`src/rtl/dma_irq_pkg.sv`:
```
// Constants for the DMA interrupt and endpoint select block
`default_nettype none
package dma_irq_pkg;
	localparam int unsigned ADDR_W = 12;
	localparam int unsigned DATA_W = 32;
	localparam logic [11:0] OFF_CAUSE = 12'h250;
	localparam logic [11:0] OFF_ENABLE = 12'h254;
	localparam logic [11:0] OFF_EP_SEL = 12'h258;
	localparam logic [11:0] OFF_SUMMARY = 12'h25C;
	localparam int unsigned BIT_HALT = 12;
	localparam int unsigned BIT_INT_END = 10;
	localparam int unsigned BIT_DONE = 8;
	localparam logic [15:0] CAUSE_MASK = 16'h1500;
	localparam logic [15:0] CAUSE_RESET = 16'h0000;
	localparam logic [15:0] ENABLE_RESET = 16'h0000;
	localparam logic [7:0] EP_SEL_RESET = 8'h00;
	localparam int unsigned EP_LSB = 1;
	localparam int unsigned EP_MSB = 3;
	localparam int unsigned DIR_BIT = 0;
	localparam int unsigned SUMMARY_BIT = 0;
	localparam int unsigned NUM_EVENTS = 3;
endpackage
`default_nettype wire

```
`src/rtl/dma_irq_select.sv`:
```
// DMA interrupt cause, enable and endpoint select registers
// Summary of operation
// [RQ1] Cause bits refresh when a command completes
// [RQ2] Writing one clears a cause bit
// [RQ3] Host reads cause and masks with enable
// [RQ4] Bit 12 set on halt command
// [RQ5] Bit 10 set on internal end
// [RQ6] Bit 8 set when counter reaches zero
// [RQ7] Short packet early: internal end only
// [RQ8] Short packet at zero: both bits
// [RQ9] Zero without short packet: done only
// [RQ10] Enable bit gates matching cause bit
// [RQ11] Enables clear on power and bus reset
// [RQ12] Bits 3..1 select the endpoint FIFO
// [RQ13] Bit 0 selects transfer direction
// [RQ14] Software keeps selection off indexed endpoint
// [RQ15] Park selection on unused endpoint idle
// [RQ16] Software writes reserved bits as reset
// [RQ17] Summary bit cleared with cause and itself
// [RQ18] Summary high while enabled cause pending
`default_nettype none
module dma_irq_select
	import dma_irq_pkg::*;
(
	input  wire logic                         clock,
	input  wire logic                         rst,
	input  wire logic                         bus_reset,
	input  wire logic [dma_irq_pkg::ADDR_W-1:0] reg_addr,
	input  wire logic [dma_irq_pkg::DATA_W-1:0] reg_wdata,
	input  wire logic                         reg_write,
	input  wire logic                         reg_read,
	output logic      [dma_irq_pkg::DATA_W-1:0] reg_rdata,
	input  wire logic                         cmd_done,
	input  wire logic                         halt_cmd,
	input  wire logic                         short_packet,
	input  wire logic                         count_zero,
	output logic      [2:0]                   dma_ep_select,
	output logic                              fifo_direction,
	output logic                              device_irq_status,
	output logic                              irq
);
	import dma_irq_pkg::*;

	logic [15:0] enable_q;
	logic [15:0] enable_d;
	logic [7:0]  ep_sel_q;
	logic [7:0]  ep_sel_d;
	logic        summary_q;
	logic        summary_d;
	logic [31:0] rdata_q;
	logic [31:0] rdata_d;
	logic [15:0] cause;
	logic        hard_reset;

	// Decode
	wire sel_cause   = reg_addr == OFF_CAUSE;
	wire sel_enable  = reg_addr == OFF_ENABLE;
	wire sel_ep      = reg_addr == OFF_EP_SEL;
	wire sel_summary = reg_addr == OFF_SUMMARY;
	wire wr_cause    = reg_write & sel_cause;
	wire wr_enable   = reg_write & sel_enable;
	wire wr_ep       = reg_write & sel_ep;
	wire wr_summary  = reg_write & sel_summary;

	// [RQ11] Both resets clear
	assign hard_reset = rst | bus_reset;

	// [RQ1] Events on command completion
	wire ev_end  = cmd_done & (short_packet | count_zero);
	// [RQ7] [RQ8] Short packet sets internal end
	wire set_int_end = ev_end & short_packet;
	// [RQ6] [RQ9] Zero count sets done
	wire set_done    = ev_end & count_zero;
	// [RQ4] Halt command
	wire set_halt    = halt_cmd;

	wire [NUM_EVENTS-1:0] ev_set;
	wire [NUM_EVENTS-1:0] ev_clr;
	wire [NUM_EVENTS-1:0] ev_q;
	assign ev_set = {set_halt, set_int_end, set_done};
	// [RQ2] Write one clears
	assign ev_clr = {3{wr_cause}} & {reg_wdata[BIT_HALT],
		reg_wdata[BIT_INT_END], reg_wdata[BIT_DONE]};

	genvar gi;
	generate
		for (gi = 0; gi < NUM_EVENTS; gi++) begin : g_flag
			w1c_flag u_flag (
				.clock  (clock),
				.rst    (hard_reset),
				.set    (ev_set[gi]),
				.clr    (ev_clr[gi]),
				.flag_q (ev_q[gi])
			);
		end
	endgenerate

	// [RQ5] Place flags at cause positions
	always_comb begin
		cause = CAUSE_RESET;
		cause[BIT_HALT] = ev_q[2];
		cause[BIT_INT_END] = ev_q[1];
		cause[BIT_DONE] = ev_q[0];
	end

	// [RQ10] Enable gates each cause
	wire [15:0] pending = cause & enable_q & CAUSE_MASK;
	wire        any_pending = |pending;

	assign enable_d = wr_enable ? reg_wdata[15:0] : enable_q;
	assign ep_sel_d = wr_ep ? reg_wdata[7:0] : ep_sel_q;

	// [RQ17] Summary sticky, cleared by writing one
	assign summary_d = any_pending |
		(summary_q & ~(wr_summary & reg_wdata[SUMMARY_BIT]));

	wire [31:0] rd_mux =
		sel_cause   ? {16'h0000, cause} :
		sel_enable  ? {16'h0000, enable_q} :
		sel_ep      ? {24'h000000, ep_sel_q} :
		sel_summary ? {31'h00000000, summary_q} : 32'h00000000;
	assign rdata_d = reg_read ? rd_mux : 32'h00000000;

	always_ff @(posedge clock) begin
		if (hard_reset) begin
			enable_q  <= ENABLE_RESET;
			ep_sel_q  <= EP_SEL_RESET;
			summary_q <= 1'b0;
		end else begin
			enable_q  <= enable_d;
			ep_sel_q  <= ep_sel_d;
			summary_q <= summary_d;
		end
	end

	always_ff @(posedge clock) begin
		if (rst) begin
			rdata_q <= 32'h00000000;
		end else begin
			rdata_q <= rdata_d;
		end
	end

	assign reg_rdata = rdata_q;
	// [RQ12] Endpoint index
	assign dma_ep_select = ep_sel_q[EP_MSB:EP_LSB];
	// [RQ13] Direction
	assign fifo_direction = ep_sel_q[DIR_BIT];
	assign device_irq_status = summary_q;
	// [RQ18] Level interrupt
	assign irq = summary_q;

	// [RQ4] Halt sets flag
	AST_HALT_SET: assert property ( // [RQ4]
		@(posedge clock) disable iff (hard_reset)
		halt_cmd |=> cause[BIT_HALT]
	) else $error("halt flag not set");

	// [RQ5] Internal end sets
	AST_INT_END: assert property ( // [RQ5]
		@(posedge clock) disable iff (hard_reset)
		cmd_done && short_packet |=> cause[BIT_INT_END]
	) else $error("internal end not set");

	// [RQ6] Zero count sets
	AST_DONE: assert property ( // [RQ6]
		@(posedge clock) disable iff (hard_reset)
		cmd_done && count_zero |=> cause[BIT_DONE]
	) else $error("done not set");

	// [RQ7] Early short packet
	AST_NO_DONE: assert property ( // [RQ7]
		@(posedge clock) disable iff (hard_reset)
		cmd_done && short_packet && !count_zero && !cause[BIT_DONE]
		&& !wr_cause |=> !cause[BIT_DONE]
	) else $error("done set early");

	// [RQ8] Short packet at zero
	AST_BOTH: assert property ( // [RQ8]
		@(posedge clock) disable iff (hard_reset)
		cmd_done && short_packet && count_zero
		|=> cause[BIT_DONE] && cause[BIT_INT_END]
	) else $error("both not set");

	// [RQ9] Zero without short packet
	AST_NO_INT: assert property ( // [RQ9]
		@(posedge clock) disable iff (hard_reset)
		cmd_done && !short_packet && !cause[BIT_INT_END]
		|=> !cause[BIT_INT_END]
	) else $error("internal end spurious");

	// [RQ2] Done clears
	AST_W1C: assert property ( // [RQ2]
		@(posedge clock) disable iff (hard_reset)
		wr_cause && reg_wdata[BIT_DONE] && !(cmd_done && count_zero)
		|=> !cause[BIT_DONE]
	) else $error("clear failed");

	// [RQ2] Halt clears
	AST_W1C_HALT: assert property ( // [RQ2]
		@(posedge clock) disable iff (hard_reset)
		wr_cause && reg_wdata[BIT_HALT] && !halt_cmd
		|=> !cause[BIT_HALT]
	) else $error("halt clear failed");

	// [RQ2] Internal end clears
	AST_W1C_INT: assert property ( // [RQ2]
		@(posedge clock) disable iff (hard_reset)
		wr_cause && reg_wdata[BIT_INT_END] && !(cmd_done && short_packet)
		|=> !cause[BIT_INT_END]
	) else $error("internal end clear failed");

	// [RQ2] Zero keeps done
	AST_W0_DONE: assert property ( // [RQ2]
		@(posedge clock) disable iff (hard_reset)
		wr_cause && !reg_wdata[BIT_DONE] && cause[BIT_DONE]
		|=> cause[BIT_DONE]
	) else $error("done lost on zero write");

	// [RQ2] Zero keeps halt
	AST_W0_HALT: assert property ( // [RQ2]
		@(posedge clock) disable iff (hard_reset)
		wr_cause && !reg_wdata[BIT_HALT] && cause[BIT_HALT]
		|=> cause[BIT_HALT]
	) else $error("halt lost on zero write");

	// [RQ2] Zero keeps internal end
	AST_W0_INT: assert property ( // [RQ2]
		@(posedge clock) disable iff (hard_reset)
		wr_cause && !reg_wdata[BIT_INT_END] && cause[BIT_INT_END]
		|=> cause[BIT_INT_END]
	) else $error("internal end lost on zero write");

	// [RQ1] No done outside command
	AST_IDLE_DONE: assert property ( // [RQ1]
		@(posedge clock) disable iff (hard_reset)
		!cmd_done && !cause[BIT_DONE] |=> !cause[BIT_DONE]
	) else $error("done without command");

	// [RQ1] No end outside command
	AST_IDLE_INT: assert property ( // [RQ1]
		@(posedge clock) disable iff (hard_reset)
		!cmd_done && !cause[BIT_INT_END] |=> !cause[BIT_INT_END]
	) else $error("internal end without command");

	// [RQ4] No halt without command
	AST_IDLE_HALT: assert property ( // [RQ4]
		@(posedge clock) disable iff (hard_reset)
		!halt_cmd && !cause[BIT_HALT] |=> !cause[BIT_HALT]
	) else $error("halt without command");

	// [RQ10] Pending raises summary
	AST_GATE: assert property ( // [RQ10]
		@(posedge clock) disable iff (hard_reset)
		any_pending |=> summary_q
	) else $error("irq missing");

	// [RQ10] Masked cause stays quiet
	AST_MASKED: assert property ( // [RQ10]
		@(posedge clock) disable iff (hard_reset)
		!summary_q && !any_pending |=> !irq
	) else $error("irq while masked");

	// [RQ10] Enable readback
	AST_RD_ENABLE: assert property ( // [RQ10]
		@(posedge clock) disable iff (hard_reset)
		reg_read && sel_enable |=> reg_rdata[15:0] == $past(enable_q)
	) else $error("enable readback wrong");

	// [RQ11] Bus reset clears enable
	AST_RESET: assert property ( // [RQ11]
		@(posedge clock)
		$past(bus_reset) |-> enable_q == 16'h0000
	) else $error("enable not reset");

	// [RQ11] Power reset clears
	AST_ENABLE_RST: assert property ( // [RQ11]
		@(posedge clock)
		rst |=> enable_q == ENABLE_RESET && ep_sel_q == EP_SEL_RESET
	) else $error("power reset incomplete");

	// [RQ11] Bus reset clears select
	AST_EP_RST: assert property ( // [RQ11]
		@(posedge clock)
		bus_reset |=> dma_ep_select == 3'h0 && !fifo_direction
	) else $error("select not reset");

	// [RQ11] Resets clear causes
	AST_CAUSE_RST: assert property ( // [RQ11]
		@(posedge clock)
		hard_reset |=> cause == CAUSE_RESET
	) else $error("cause not reset");

	// [RQ12] Endpoint taken
	AST_EP: assert property ( // [RQ12]
		@(posedge clock) disable iff (hard_reset)
		wr_ep |=> dma_ep_select == $past(reg_wdata[3:1])
	) else $error("endpoint not taken");

	// [RQ12] Endpoint holds
	AST_EP_HOLD: assert property ( // [RQ12]
		@(posedge clock) disable iff (hard_reset)
		!wr_ep |=> $stable(ep_sel_q)
	) else $error("endpoint changed unwritten");

	// [RQ12] Select readback
	AST_RD_EP: assert property ( // [RQ12]
		@(posedge clock) disable iff (hard_reset)
		reg_read && sel_ep |=> reg_rdata[7:0] == $past(ep_sel_q)
	) else $error("select readback wrong");

	// [RQ13] Direction taken
	AST_DIR: assert property ( // [RQ13]
		@(posedge clock) disable iff (hard_reset)
		wr_ep |=> fifo_direction == $past(reg_wdata[0])
	) else $error("direction not taken");

	// [RQ3] Cause readback
	AST_RD_CAUSE: assert property ( // [RQ3]
		@(posedge clock) disable iff (hard_reset)
		reg_read && sel_cause |=> reg_rdata == {16'h0000, $past(cause)}
	) else $error("cause readback wrong");

	// [RQ3] Idle read data zero
	AST_RD_ZERO: assert property ( // [RQ3]
		@(posedge clock) disable iff (hard_reset)
		!reg_read |=> reg_rdata == 32'h00000000
	) else $error("read data without read");

	// [RQ17] Summary clears
	AST_SUM: assert property ( // [RQ17]
		@(posedge clock) disable iff (hard_reset)
		!any_pending && wr_summary && reg_wdata[SUMMARY_BIT] |=> !irq
	) else $error("summary not cleared");

	// [RQ17] Summary sticky
	AST_SUM_HOLD: assert property ( // [RQ17]
		@(posedge clock) disable iff (hard_reset)
		summary_q && !(wr_summary && reg_wdata[SUMMARY_BIT]) |=> summary_q
	) else $error("summary dropped");

	// [RQ17] Resets clear summary
	AST_SUM_RST: assert property ( // [RQ17]
		@(posedge clock)
		hard_reset |=> !summary_q
	) else $error("summary not reset");

	// [RQ18] Rise needs pending pair
	AST_IRQ_RISE: assert property ( // [RQ18]
		@(posedge clock) disable iff (hard_reset)
		$rose(summary_q) |-> $past(any_pending)
	) else $error("irq without cause");

	// [RQ18] Pending pair keeps irq
	AST_SUM_PEND: assert property ( // [RQ18]
		@(posedge clock) disable iff (hard_reset)
		any_pending && wr_summary && reg_wdata[SUMMARY_BIT] |=> irq
	) else $error("irq dropped while pending");
endmodule
`default_nettype wire

```
`src/rtl/w1c_flag.sv`:
```
// One sticky flag set by hardware, cleared by writing one
`default_nettype none
module w1c_flag (
	input  wire logic clock,
	input  wire logic rst,
	input  wire logic set,
	input  wire logic clr,
	output logic      flag_q
);
	logic flag_d;

	// Set wins over a clear in the same cycle
	assign flag_d = set | (flag_q & ~clr);

	always_ff @(posedge clock) begin
		if (rst) begin
			flag_q <= 1'b0;
		end else begin
			flag_q <= flag_d;
		end
	end
endmodule
`default_nettype wire

```
`config.mk`:
```
export PLATFORM = sky130hd
export DESIGN_NAME = dma_irq_select
export DESIGN_NICKNAME = d
export VERILOG_FILES = /design/src/rtl/dma_irq_pkg.sv /design/src/rtl/dma_irq_select.sv /design/src/rtl/w1c_flag.sv
export SDC_FILE = /design/constraint.sdc
export NUM_CORES = 1
export LEC_CHECK = 0
export BUFFER_PORTS_ARGS = -buffer_cell sky130_fd_sc_hd__buf_2
export CAP_MARGIN = 40
export CORE_MARGIN = 2
export CORE_UTILIZATION = 46
export CTS_CLUSTER_SIZE = 24
export DETAILED_ROUTE_END_ITERATION = 8
export GPL_TIMING_DRIVEN = 0
export HOLD_SLACK_MARGIN = 0.15
export PLACE_DENSITY = 0.87
export SYNTH_ARGS = -nofsm -noshare
export SYNTH_HDL_FRONTEND = slang
export SYNTH_SLANG_ARGS = --single-unit
```
`constraint.sdc`:
```
create_clock -name clock -period 1.4 [get_ports clock]
set_clock_uncertainty 0.05 [all_clocks]
set_input_delay 0 -clock clock [delete_from_list [all_inputs] [get_ports clock]]
set_output_delay 0 -clock clock [all_outputs]
set_load 0.01 [all_outputs]
```
==> results.ini <==
[run_status]
outcome = finished with violations
violations = setup timing

[die]
row_count = 23
dieArea_um2 = 4700
core_area_um2 = 4000
die_h_um = 68.6
ios = 91
initial_core_util = 0.479
die_w_um = 68.6

[clock_network]
path_clk_slew_ns = 0.08
cts.htree.levels = 2
worst_skew_pair.late_latency_ns = 0.30
cts.sinks = 44
cts_buffers = 5
cts_tree = done
cts-root-buf = clkbuf_8
clk_path_buf_depth = 2

[power]
powerDensity_nw_per_um2 = 855
irDropWorstVdd_mv = 0.358
leakage_uw = 0.00121

[global_route]
grt_pass1_vias = 1747
antenna_found_initial = 0
grt_pass1_wl_um = 7420
track_usage = 0.217
overflow = 0
grt_max_degree = 14

[worst_setup_path]
required_ns = 1.55
path_max_fanout = 3
cp-startpoint = enable_q[10]$_SDFFE_PP0P_
cp_slowest_stage_delay_ns = 0.41
crit_path_start_kind = flop
crit_chain = a222oi_1 > buf_4 > nand4_1 > o21a_1
path_delay_family = compound AO/OA/AOI/OAI gates
critPathBufInv = 1
critical_path_arrival_ns = 1.58
crit_path_top_delay_cell = a222oi_1
rr_startpoint = enable_q[10]$_SDFFE_PP0P_
endpoint_kind = flop
critPathKind = flop to flop

[finish]
final_cells = 360
final_layout_size_suffix_gt1_frac = 0.316
nets = 363
antenna_cells = 0
syn2layout_area_growth_pct = 39.2

[timing]
tns_ns = -0.0316
post-route-period-util = 1.02
fin_ws_ns = -0.0316
fmax_ghz = 0.699
worst_pin_slew_ns = 0.554
relSlewSlack = 0.631
setup_viol = 1
period_needed_ns = 1.43
hold_viol = 0
slew_violations = 0
timing.hold.ws_ns = 0.150

[yosys]
synth_most_common_cell = nand2_1
ys_seq_area_frac = 0.460
synthCells = 205
synth.top_cell.area_share = 0.460
netlist_top_cells_count = 47 x nand2_1, 44 x dfxtp_1, 27 x mux2i_1, 21 x buf_4, 10 x nor2_1
synthArstFlopShare = 0
synthFlopType = dfxtp_1
yosys-top-cells-area = dfxtp_1 46%, mux2i_1 14%, nand2_1 9.2%, buf_4 8.2%, a22oi_1 3.1%
synth-edff-count = 0
avgSynthCellArea_um2 = 9.35
synth_warnings = 0
synth-seq-cells = 44
netlist_area_um2 = 1920
yosysTopAreaCell = dfxtp_1
synth_cell_types = 29

[run]
cap_viol_max_count = 0

[place]
portBuffers = 58
dp.cells = 328
dp_hpwl_um = 3300
pre_cts_ws_ns = -0.118
place_congestion = 0.769

[routing]
viasPerCell = 4.96
drt_iter0_drc = 127
routed_wl_um = 5100
wl_per_cell_um = 14.2
drtAntennaViolNets = 0
vias = 1787
first_pass_iters = 5
drc_errors = 0

[worst_hold_path]
min_from = rst
hp-class = primary input to flop

-- power by group --
part / internal, uW / switching [uW]
Clock: 338 / 425
Sequential: 1250 / 3.61
Combinational: 137 / 125
-- cell usage in the layout (no fill, tap or decap), drive strengths merged, types with 3 or more instances in the layout --
cell type and count:
a21oi 3, nor2b 4, dfxtp 44, clkbuf 11, nor2 10, buf 84
dlygate4sd3 24, nand4 4, conb 16, a22oi 8, nor3 8, nand2 47
mux2i 27
-- repair_timing --
action	in CTS	in global routing
hold endpoints to repair	33	0
gates resized for setup	0	6
buffers inserted	0	1
hold buffers	24	0
setup endpoints to repair	0	4
-- sequential cells by signal, indices dropped and copies added, names as in the netlist --
| signal | count |
|---|---|
| reg_rdata | 16 |
| g_flag.u_flag.flag_q | 3 |
| enable_q | 16 |
| device_irq_status | 1 |
| ep_sel_q | 8 |
-- cell type report --
class	count	area, um^2
timing repair buffer	83	538
clock inverter	2	12.5
buffer	31	208
sequential	44	882
clock buffer	5	68.8
tap	50	62.6
multi-input combinational	143	888
fill	316	1330
inverter	2	7.51
-- metal layers --
| layer | up-vias | wire length (um) | track usage | share of wire |
|---|---|---|---|---|
| met3 | 22 | 341 | 0.0649 | 0.067 |
| met4 | 0 | 218 | 0.133 | 0.043 |
| met5 | - | 0 | 0 | 0 |
| met2 | 77 | 2600 | 0.397 | 0.51 |
| met1 | 817 | 1940 | 0.212 | 0.38 |
| li1 | 871 | - | - | - |
-- per-stage QoR --
| step | utilization | cell area [um^2] | power (uW) |
|---|---|---|---|
| final | 0.667 | 2670 | 2280 |
| after global routing | 0.667 | 2670 | 2370 |
| after CTS | 0.662 | 2650 | 2280 |
| after detailed placement | 0.581 | 2330 | 1490 |
| after global placement | 0.581 | 2330 | 1490 |
| after floorplan | - | 1970 | 1400 |
-- path summary, 6_finish.rpt --
| check | to | slack [ns] | cells past startpoint |
|---|---|---|---|
| hold reg to reg | reg_rdata[15]$_SDFF_PP0_ | 0.39 | 2 |
| hold / removal | reg_rdata[15]$_SDFF_PP0_ | 0.15 | 4 |
| setup reg to reg | device_irq_status$_SDFF_PP0_ | -0.03 | 4 |
| setup / recovery | device_irq_status$_SDFF_PP0_ | -0.03 | 4 |
-- kinds of logic after synthesis --
family          after synthesis  share of synthesized area
compound gates               17                     0.0633
other cells                   1                    0.00196
mux                          28                      0.147
flops                        44                      0.460
buf+inv                      33                      0.111
simple gates                 82                      0.217
-- tightest hold or removal path: cells and delay by family --
| kind | cells | cell delay [ns] |
|---|---|---|
| and+or+nand+nor | 3 | 0.37 |
| buffers and inverters | 1 | 0.09 |
Power figures use the tool's default switching activity.
